**src/rtl/loop_fault_defines.svh**
```systemverilog
// timing counts, thresholds and blank display value of the loop fault block
`ifndef LOOP_FAULT_DEFINES_SVH
`define LOOP_FAULT_DEFINES_SVH

`define CLK_KHZ 50000
`define TIMER_W 28
`define DELAY_MS 2000
`define RETUNE_MS 2000
`define RECALL_MS 2000
`define OUTAGE_MS 3000
`define FREQ_SHOW_MS 2000
`define BLINK_HZ 2
`define BLINK_HALF_MS (1000 / (2 * `BLINK_HZ))
`define FLASH_ON_MS 250
`define FLASH_OFF_MS 250
`define FLASH_PAUSE_MS 1500
`define CHANGE_LIMIT_PCT 8'h19
`define DISP_BLANK 8'h00

`endif

```
**src/rtl/loop_fault_pkg.sv**
```systemverilog
// types shared by the loop fault block
package loop_fault_pkg;

    // order matters: the position is the flash count
    typedef enum logic [1:0] {
        FAULT_NONE,
        FAULT_OPEN,
        FAULT_SHORT,
        FAULT_CHANGE
    } fault_e;

    typedef enum logic [1:0] {
        DISP_NORMAL,
        DISP_FAULT,
        DISP_FREQ,
        DISP_DELAY
    } disp_mode_e;

    typedef enum logic [1:0] {
        SEQ_IDLE,
        SEQ_ON,
        SEQ_OFF,
        SEQ_PAUSE
    } seq_state_e;

    typedef struct packed {
        logic open_loop;
        logic short_loop;
        logic change_valid;
        logic [7:0] change_pct;
    } loop_status_s;

    typedef struct packed {
        disp_mode_e mode;
        logic [7:0] value;
    } display_s;

endpackage

```
**src/rtl/hold_timer.sv**
```systemverilog
// counter that reports when its run input has been high for LIMIT cycles
`timescale 1ns/100ps
`include "loop_fault_defines.svh"

module hold_timer #(
    parameter int unsigned LIMIT = 1
) (
    // clock and reset
    input wire logic i_clock,
    input wire logic i_reset,
    // control
    input wire logic i_run,
    output logic o_done
);
    logic [`TIMER_W-1:0] count;
    logic [`TIMER_W-1:0] next_count;

    always_comb begin
        if (!i_run) begin
            next_count = '0;
        end else if (count != LIMIT[`TIMER_W-1:0]) begin
            next_count = count + `TIMER_W'(1);
        end else begin
            next_count = count;
        end
    end

    always_ff @(posedge i_clock) begin
        if (i_reset) begin
            count <= '0;
        end else begin
            count <= next_count;
        end
    end

    assign o_done = (count == LIMIT[`TIMER_W-1:0]);
endmodule

```
**src/rtl/flash_sequencer.sv**
```systemverilog
// repeats a group of lamp flashes, one per count, with a pause between groups
`timescale 1ns/100ps
`include "loop_fault_defines.svh"

module flash_sequencer #(
    parameter int unsigned ON_CYCLES = 1,
    parameter int unsigned OFF_CYCLES = 1,
    parameter int unsigned PAUSE_CYCLES = 1
) (
    // clock and reset
    input wire logic i_clock,
    input wire logic i_reset,
    // pattern
    input wire logic [1:0] i_flashes,
    output logic o_lamp
);
    loop_fault_pkg::seq_state_e state;
    loop_fault_pkg::seq_state_e next_state;
    logic [`TIMER_W-1:0] timer;
    logic [`TIMER_W-1:0] next_timer;
    logic [1:0] left;
    logic [1:0] next_left;

    always_comb begin
        next_state = state;
        next_timer = (timer != '0) ? timer - `TIMER_W'(1) : timer;
        next_left = left;
        if (i_flashes == 2'h0) begin
            next_state = loop_fault_pkg::SEQ_IDLE;
        end else begin
            case (state)
                loop_fault_pkg::SEQ_IDLE: begin
                    next_state = loop_fault_pkg::SEQ_ON;
                    next_timer = ON_CYCLES[`TIMER_W-1:0] - `TIMER_W'(1);
                    next_left = i_flashes;
                end
                loop_fault_pkg::SEQ_ON: begin
                    if (timer == '0) begin
                        next_state = loop_fault_pkg::SEQ_OFF;
                        next_timer = OFF_CYCLES[`TIMER_W-1:0] - `TIMER_W'(1);
                    end
                end
                loop_fault_pkg::SEQ_OFF: begin
                    // readable count needs a long dark gap after the last flash
                    if (timer == '0 && left == 2'h1) begin
                        next_state = loop_fault_pkg::SEQ_PAUSE;
                        next_timer = PAUSE_CYCLES[`TIMER_W-1:0] - `TIMER_W'(1);
                    end else if (timer == '0) begin
                        next_state = loop_fault_pkg::SEQ_ON;
                        next_timer = ON_CYCLES[`TIMER_W-1:0] - `TIMER_W'(1);
                        next_left = left - 2'h1;
                    end
                end
                loop_fault_pkg::SEQ_PAUSE: begin
                    if (timer == '0) begin
                        next_state = loop_fault_pkg::SEQ_IDLE;
                    end
                end
                default: begin
                    next_state = loop_fault_pkg::SEQ_IDLE;
                end
            endcase
        end
    end

    always_ff @(posedge i_clock) begin
        if (i_reset) begin
            state <= loop_fault_pkg::SEQ_IDLE;
            timer <= '0;
            left <= 2'h0;
        end else begin
            state <= next_state;
            timer <= next_timer;
            left <= next_left;
        end
    end

    assign o_lamp = (state == loop_fault_pkg::SEQ_IDLE) || (state == loop_fault_pkg::SEQ_ON);
endmodule

```
**src/rtl/loop_fault_indication_memory.sv**
```systemverilog
// loop fault supervision, lamp and display indication, fault memory and call hold
//
// What this block does
// detect lamp steady while vehicle detected
// detect lamp blinks 2 Hz during delay
// second output has no status lamp
// fault on open, short, change over 25%
// live fault: both lamps flash, display code
// one, two, three flashes by fault type
// healed fault: power lamp keeps last pattern
// retune two seconds after inductance change
// button press resets, clears flashing, shows frequency
// two second hold recalls stored fault
// last fault kept in non-volatile store
// power-up shows stored status on power lamp
// momentary press clears stored fault record
// call held across outage up to 3 s
// tune automatically at power-up
// delay option: outputs off 2 s after entry
// fail-safe asserts presence during loop fault
// pause between repeated flash groups
`timescale 1ns/100ps
`include "loop_fault_defines.svh"

module loop_fault_indication_memory #(
    parameter int unsigned DELAY_CYCLES = `DELAY_MS * `CLK_KHZ,
    parameter int unsigned RETUNE_CYCLES = `RETUNE_MS * `CLK_KHZ,
    parameter int unsigned RECALL_CYCLES = `RECALL_MS * `CLK_KHZ,
    parameter int unsigned OUTAGE_CYCLES = `OUTAGE_MS * `CLK_KHZ,
    parameter int unsigned FREQ_SHOW_CYCLES = `FREQ_SHOW_MS * `CLK_KHZ,
    parameter int unsigned BLINK_CYCLES = `BLINK_HALF_MS * `CLK_KHZ,
    parameter int unsigned FLASH_ON_CYCLES = `FLASH_ON_MS * `CLK_KHZ,
    parameter int unsigned FLASH_OFF_CYCLES = `FLASH_OFF_MS * `CLK_KHZ,
    parameter int unsigned FLASH_PAUSE_CYCLES = `FLASH_PAUSE_MS * `CLK_KHZ
) (
    // clock and reset
    input wire logic i_clock,
    input wire logic i_reset,
    // loop measurement
    input wire logic i_vehicle,
    input wire loop_fault_pkg::loop_status_s i_loop,
    input wire logic [7:0] i_loop_freq_khz,
    // configuration switches, panel button and supply monitor
    input wire logic i_delay_enable,
    input wire logic i_fail_safe,
    input wire logic i_button,
    input wire logic i_power_good,
    // non-volatile fault store
    input wire logic [1:0] i_nv_code,
    output logic o_nv_we,
    output logic [1:0] o_nv_code,
    // outputs and indicators
    output logic o_presence,
    output logic o_detect_lamp,
    output logic o_power_lamp,
    output loop_fault_pkg::display_s o_display,
    output logic o_retune
);
    logic boot;
    logic change_latched;
    logic call;
    logic show_mem;
    logic recall;
    logic recall_taken;
    logic freq_show;
    logic btn_prev;
    logic blink;
    loop_fault_pkg::fault_e last_fault;
    loop_fault_pkg::fault_e prev_live;
    logic next_boot;
    logic next_change_latched;
    logic next_call;
    logic next_show_mem;
    logic next_recall;
    logic next_recall_taken;
    logic next_freq_show;
    logic next_blink;
    loop_fault_pkg::fault_e next_last_fault;
    logic next_nv_we;
    logic [1:0] next_nv_code;
    logic next_presence;
    logic next_detect_lamp;
    logic next_power_lamp;
    loop_fault_pkg::display_s next_display;
    logic next_retune;

    loop_fault_pkg::fault_e live_code;
    logic change_event;
    logic fault_live;
    logic onset;
    logic delaying;
    logic short_release;
    logic hold_reached;
    logic delay_done;
    logic retune_done;
    logic hold_done;
    logic outage_done;
    logic freq_done;
    logic blink_tick;
    logic live_lamp;
    logic mem_lamp;

    // fault classification; a change only counts above the limit
    assign change_event = i_loop.change_valid && (i_loop.change_pct > `CHANGE_LIMIT_PCT);
    always_comb begin
        if (i_loop.open_loop) begin
            live_code = loop_fault_pkg::FAULT_OPEN;
        end else if (i_loop.short_loop) begin
            live_code = loop_fault_pkg::FAULT_SHORT;
        end else if (change_latched || change_event) begin
            live_code = loop_fault_pkg::FAULT_CHANGE;
        end else begin
            live_code = loop_fault_pkg::FAULT_NONE;
        end
    end
    assign fault_live = (live_code != loop_fault_pkg::FAULT_NONE);
    assign onset = fault_live && (live_code != prev_live);
    assign delaying = i_delay_enable && i_vehicle && !call && i_power_good;
    assign short_release = !i_button && btn_prev && !recall_taken;
    assign hold_reached = hold_done && !recall_taken;

    hold_timer #(.LIMIT(DELAY_CYCLES)) u_delay (
        .i_clock(i_clock), .i_reset(i_reset), .i_run(delaying), .o_done(delay_done));
    hold_timer #(.LIMIT(RETUNE_CYCLES)) u_retune (
        .i_clock(i_clock), .i_reset(i_reset), .i_run(change_latched), .o_done(retune_done));
    hold_timer #(.LIMIT(RECALL_CYCLES)) u_hold (
        .i_clock(i_clock), .i_reset(i_reset), .i_run(i_button), .o_done(hold_done));
    hold_timer #(.LIMIT(OUTAGE_CYCLES)) u_outage (
        .i_clock(i_clock), .i_reset(i_reset), .i_run(!i_power_good), .o_done(outage_done));
    hold_timer #(.LIMIT(FREQ_SHOW_CYCLES)) u_freq (
        .i_clock(i_clock), .i_reset(i_reset), .i_run(freq_show), .o_done(freq_done));
    hold_timer #(.LIMIT(BLINK_CYCLES - 1)) u_blink (
        .i_clock(i_clock), .i_reset(i_reset), .i_run(delaying && !blink_tick),
        .o_done(blink_tick));

    // flash count equals the fault code position
    flash_sequencer #(
        .ON_CYCLES(FLASH_ON_CYCLES),
        .OFF_CYCLES(FLASH_OFF_CYCLES),
        .PAUSE_CYCLES(FLASH_PAUSE_CYCLES)
    ) u_live_seq (
        .i_clock(i_clock),
        .i_reset(i_reset),
        .i_flashes(2'(live_code)),
        .o_lamp(live_lamp)
    );
    flash_sequencer #(
        .ON_CYCLES(FLASH_ON_CYCLES),
        .OFF_CYCLES(FLASH_OFF_CYCLES),
        .PAUSE_CYCLES(FLASH_PAUSE_CYCLES)
    ) u_mem_seq (
        .i_clock(i_clock),
        .i_reset(i_reset),
        .i_flashes(2'(last_fault)),
        .o_lamp(mem_lamp)
    );

    // memory, button and tuning state
    always_comb begin
        next_boot = 1'b0;
        next_last_fault = last_fault;
        next_show_mem = show_mem;
        next_recall = recall;
        next_recall_taken = recall_taken;
        next_freq_show = freq_show && !freq_done;
        next_nv_we = 1'b0;
        next_nv_code = 2'(last_fault);
        next_retune = 1'b0;
        // retune once the change fault has stood its time
        next_change_latched = change_latched && !retune_done;
        if (retune_done && change_latched) begin
            next_retune = 1'b1;
        end
        if (boot) begin
            // stored status comes back on the power lamp, none shows steady
            next_last_fault = loop_fault_pkg::fault_e'(i_nv_code);
            next_show_mem = 1'b1;
            next_retune = 1'b1;
            next_freq_show = 1'b1;
        end
        if (i_button && !btn_prev) begin
            next_recall = 1'b0;
            next_recall_taken = 1'b0;
        end
        if (hold_reached) begin
            // a long hold shows the record instead of clearing it
            next_recall_taken = 1'b1;
            next_recall = 1'b1;
            next_show_mem = 1'b1;
        end
        if (short_release) begin
            next_last_fault = loop_fault_pkg::FAULT_NONE;
            next_nv_we = 1'b1;
            next_nv_code = 2'(loop_fault_pkg::FAULT_NONE);
            next_show_mem = 1'b0;
            next_freq_show = 1'b1;
            next_retune = 1'b1;
            next_change_latched = 1'b0;
        end
        // a new fault wins over a clear in the same cycle
        if (change_event) begin
            next_change_latched = 1'b1;
        end
        if (onset) begin
            next_last_fault = live_code;
            next_nv_we = 1'b1;
            next_nv_code = 2'(live_code);
            next_show_mem = 1'b1;
        end
    end

    // vehicle call and delay
    always_comb begin
        next_call = call;
        if (!i_power_good) begin
            // hold the call through short outages only
            next_call = call && !outage_done;
        end else if (short_release || !i_vehicle) begin
            next_call = 1'b0;
        end else if (!i_delay_enable || delay_done) begin
            next_call = 1'b1;
        end
        next_blink = delaying ? (blink ^ blink_tick) : 1'b1;
    end

    // indicators and outputs; the second output has no lamp at all
    always_comb begin
        next_presence = call || (i_fail_safe && fault_live);
        if (fault_live) begin
            next_detect_lamp = live_lamp;
        end else if (delaying) begin
            next_detect_lamp = blink;
        end else begin
            next_detect_lamp = call;
        end
        if (fault_live) begin
            next_power_lamp = live_lamp;
        end else if (show_mem) begin
            next_power_lamp = mem_lamp;
        end else begin
            next_power_lamp = 1'b1;
        end
        if (fault_live) begin
            next_display.mode = loop_fault_pkg::DISP_FAULT;
            next_display.value = {6'h00, 2'(live_code)};
        end else if (recall) begin
            next_display.mode = loop_fault_pkg::DISP_FAULT;
            next_display.value = {6'h00, 2'(last_fault)};
        end else if (freq_show) begin
            next_display.mode = loop_fault_pkg::DISP_FREQ;
            next_display.value = i_loop_freq_khz;
        end else if (delaying) begin
            next_display.mode = loop_fault_pkg::DISP_DELAY;
            next_display.value = `DISP_BLANK;
        end else begin
            next_display.mode = loop_fault_pkg::DISP_NORMAL;
            next_display.value = `DISP_BLANK;
        end
    end

    always_ff @(posedge i_clock) begin
        if (i_reset) begin
            boot <= 1'b1;
            change_latched <= 1'b0;
            call <= 1'b0;
            show_mem <= 1'b0;
            recall <= 1'b0;
            recall_taken <= 1'b0;
            freq_show <= 1'b0;
            btn_prev <= 1'b0;
            blink <= 1'b1;
            last_fault <= loop_fault_pkg::FAULT_NONE;
            prev_live <= loop_fault_pkg::FAULT_NONE;
            o_nv_we <= 1'b0;
            o_nv_code <= 2'h0;
            o_presence <= 1'b0;
            o_detect_lamp <= 1'b0;
            o_power_lamp <= 1'b1;
            o_display <= '0;
            o_retune <= 1'b0;
        end else begin
            boot <= next_boot;
            change_latched <= next_change_latched;
            call <= next_call;
            show_mem <= next_show_mem;
            recall <= next_recall;
            recall_taken <= next_recall_taken;
            freq_show <= next_freq_show;
            btn_prev <= i_button;
            blink <= next_blink;
            last_fault <= next_last_fault;
            prev_live <= live_code;
            o_nv_we <= next_nv_we;
            o_nv_code <= next_nv_code;
            o_presence <= next_presence;
            o_detect_lamp <= next_detect_lamp;
            o_power_lamp <= next_power_lamp;
            o_display <= next_display;
            o_retune <= next_retune;
        end
    end
endmodule

```
**config.mk**
```make
export PLATFORM = sky130hd
export DESIGN_NAME = loop_fault_indication_memory
export DESIGN_NICKNAME = d
export VERILOG_FILES = /design/src/rtl/loop_fault_pkg.sv /design/src/rtl/hold_timer.sv /design/src/rtl/flash_sequencer.sv /design/src/rtl/loop_fault_indication_memory.sv
export VERILOG_INCLUDE_DIRS = /design/src /design/src/rtl
export SDC_FILE = /design/constraint.sdc
export NUM_CORES = 1
export LEC_CHECK = 0
export ABC_AREA = 1
export BUFFER_PORTS_ARGS = -buffer_cell sky130_fd_sc_hd__buf_2
export CORE_ASPECT_RATIO = 1.25
export CORE_UTILIZATION = 40
export DETAILED_ROUTE_END_ITERATION = 16
export PLACE_DENSITY = 0.67
export SYNTH_ARGS = -nofsm -noshare
export SYNTH_HDL_FRONTEND = slang
export SYNTH_SLANG_ARGS = --single-unit
```
**constraint.sdc**
```tcl
create_clock -name i_clock -period 1.9 [get_ports i_clock]
set_input_delay 0.19 -clock i_clock [delete_from_list [all_inputs] [get_ports i_clock]]
set_output_delay 0.19 -clock i_clock [all_outputs]
set_load 0.005 [all_outputs]
```
==> flow_summary.yaml <==
clock_network:
  cts_made_buffers: 29
  h-tree-depth: 1
  clock-sinks: 261
  clockBufferDepth: 3
  clock-root-buffer: "clkbuf_16"
  clock_latency_ps: 550
  cts_tree: "done"
  clk_pin_slew_ps: 60
final_layout:
  fin_nets: 2141
  multi_input_area_mm2: 0.00732
  antenna_cells: 0
  drive_gt1_share_pct: 21.7
  area_growth_pct: 26.4
  seq_area_mm2: 0.00527
  fillers: 3052
setup_path:
  cp.required_ps: 2350
  crit_path_end_kind: "flip-flop"
  worstSetupPathType: "reg2reg"
  crit_fanout: 7
  worstPathArrival_ps: 2320
  startpoint_type: "flip-flop"
  r2r_setup_slack_ps: 30
place:
  io_buffer_count: 43
  hpwl_mm: 23.8
  place.gp.congestion: 0.937
sta:
  timing.fmax_ghz: 0.533
  slew_viol_final: 0
  relSlewSlack_pct: 66.5
  tns_ps: 0
  grt_setup_unrepaired: "true"
  finalCritPeriodShare_pct: 98.7
  fin_crit_ps: 1870
  fin_worst_skew_ps: 9.74
  hold_viol: 0
  tightest_slew_ps: 497
  setup_violations: 0
logic_synthesis:
  synth_edf_count: 0
  ys.flop_type: "dfxtp_1"
  synthesis.area_mm2: 0.0131
  netlist_top_cells_area: "dfxtp_1 (40%), nand2_1 (9.3%), inv_1 (7.7%), nor2_1 (7.0%), a21oi_1 (6.9%)"
  synth-async-reset-ratio_pct: 0
  synth_seq_area_share_pct: 39.8
  synth.avg_cell_area_um2: 6.96
  yosysMostFrequentCell: "nand2_1"
  yosys.area.top_type: "dfxtp_1"
  synth_top_area_share_pct: 39.8
  synth_cell_types: 49
  ys_ff_latch: 261
  yosys_warnings: 0
  synth_nets: 1932
  synthCells: 1887
  synth_common_cells: "nand2_1 (327), inv_1 (268), dfxtp_1 (261)"
global_route:
  gr-total-overflow: 0
  grt_start_max_net_pins: 28
  grt_usage_pct: 19.3
  grt_pass1_vias: 12100
  grt_pass1_wl_mm: 54.0
  antenna_found_initial: 0
floorplanning:
  core-area_mm2: 0.0321
  placementRows: 73
  dieArea_mm2: 0.0336
  io_pins: 45
  die_h_um: 205
  initial_core_util_pct: 41.0
  fp.dieW_um: 164
flow_run:
  drv_cap: 0
route:
  drc: 0
  drt_wl_total_mm: 32.7
  drt-wirelength-per-cell_um: 12.9
  detail-route-antenna-nets: 0
  vias_per_cell: 5.04
  dr.pass1.iters: 5
  vias: 12700
  drt_iter0_drc: 561
power:
  p_leak_nw: 6.36
  p_per_area_mw_per_mm2: 806
  vdd_drop_max_uv: 786
  total_power_mw: 13.4
run_status:
  status: "completed"
worst_hold_path:
  holdCritPathClass: "in2reg"
[final cells by class]
type,instances,area share (%)
Inverter,283,6.47
Clock buffer,37,4.79
Tap cell,412,3.10
Sequential cell,261,31.7
Timing Repair Buffer,202,8.79
Clock inverter,13,1.05
Multi-Input combinational cell,1319,44.1
[flip-flops by register name, summed over array words and instances (netlist names), 2 cells and up]
register and count:
u_live_seq.state 2, u_mem_seq.left 2, u_delay.count 28, last_fault 2, u_freq.count 28, u_mem_seq.timer 28, o_nv_code 2, u_retune.count 28
u_outage.count 28, o_display 10, u_blink.count 28, u_mem_seq.state 2, u_hold.count 28, u_live_seq.timer 28, u_live_seq.left 2, prev_live 2
[metal layers]
layer  vias to the layer above  wire length, um  track usage, %
met1                      5858            14000            22.5
met5                         -                0               0
met3                        68             1060            2.19
met2                       194            16800            35.8
met4                         0              886            6.61
li1                       6626                -               -
[logic make-up (layout without fill, tap and decap cells)]
| logic type | after synthesis | count (layout) | synth area share, % |
|---|---|---|---|
| and+or+nand+nor | 920 | 920 | 33.2 |
| AOI/OAI and AO/OA | 345 | 345 | 14.0 |
| buffers and inverters | 307 | 535 | 8.86 |
| DFF | 261 | 261 | 39.8 |
| xor gates and xnor gates | 37 | 37 | 2.47 |
| adders and majority gates | 17 | 17 | 1.62 |
[path summary, 6_finish.rpt]
| check | end | startpoint | depth (start not counted) |
|---|---|---|---|
| setup reg to reg | u_mem_seq.left[1] | u_mem_seq.timer[0] | 13 |
| hold reg to reg | u_live_seq.left[1] | u_live_seq.left[1] | 2 |
| setup / recovery | u_mem_seq.left[1] | u_mem_seq.timer[0] | 13 |
| hold / removal | call | i_vehicle | 3 |
[power by group]
part,internal [mW],switching (mW)
logic,0.722,1.09
registers,5.65,0.162
clock network,3.48,2.28
total,9.85,3.54
[critical path, cell delays in order, from the launching register on]
cell and delay, ps:
dfxtp_2 320, inv_2 70, ha_4 140, nand2_4 50, nor2_4 120, inv_4 60, nor2_4 120, nand4_4 240
nand2_4 170, nand2_4 60, nor3_4 220, nand3_1 100, nand2_1 60, nor2_1 40
[layout by cell type (no fill, tap or decap), types with 15 or more instances in the layout]
master,instances
a21oi_1,179
nor4_1,15
dfxtp_2,24
nand4_1,65
nor2_2,23
nor3_1,59
xor2_1,25
dfxtp_1,234
nor2_4,36
o21ai_0,109
nand2_1,306
buf_4,144
nor2_1,224
inv_2,17
inv_1,259
clkbuf_16,29
nand3_1,77
buf_2,43
nand2_2,32
[through the flow]
stage	hold WS (ps)	utilization, %	std cells	setup slack [ps]	cell area, um2
after floorplan	218	-	1887	104	13100
after global placement	420	45.5	2425	-2.45	14600
after detailed placement	425	45.5	2425	-54.3	14600
after CTS	21.2	49.2	2494	-5.80	15800
after global routing	35.4	51.8	2527	-89.0	16600
final	42.4	51.8	2527	25.4	16600
[what timing repair did]
item / CTS / global route
resized for setup: 13 / 163
pin swaps: 7 / 58
endpoints found under the setup margin: 15 / 97
setup buffers: 8 / 33
endpoints found under the hold margin: 10 / 0
hold buffers: 11 / 0
gates cloned: 0 / 0
Power figures use the tool's default switching activity.
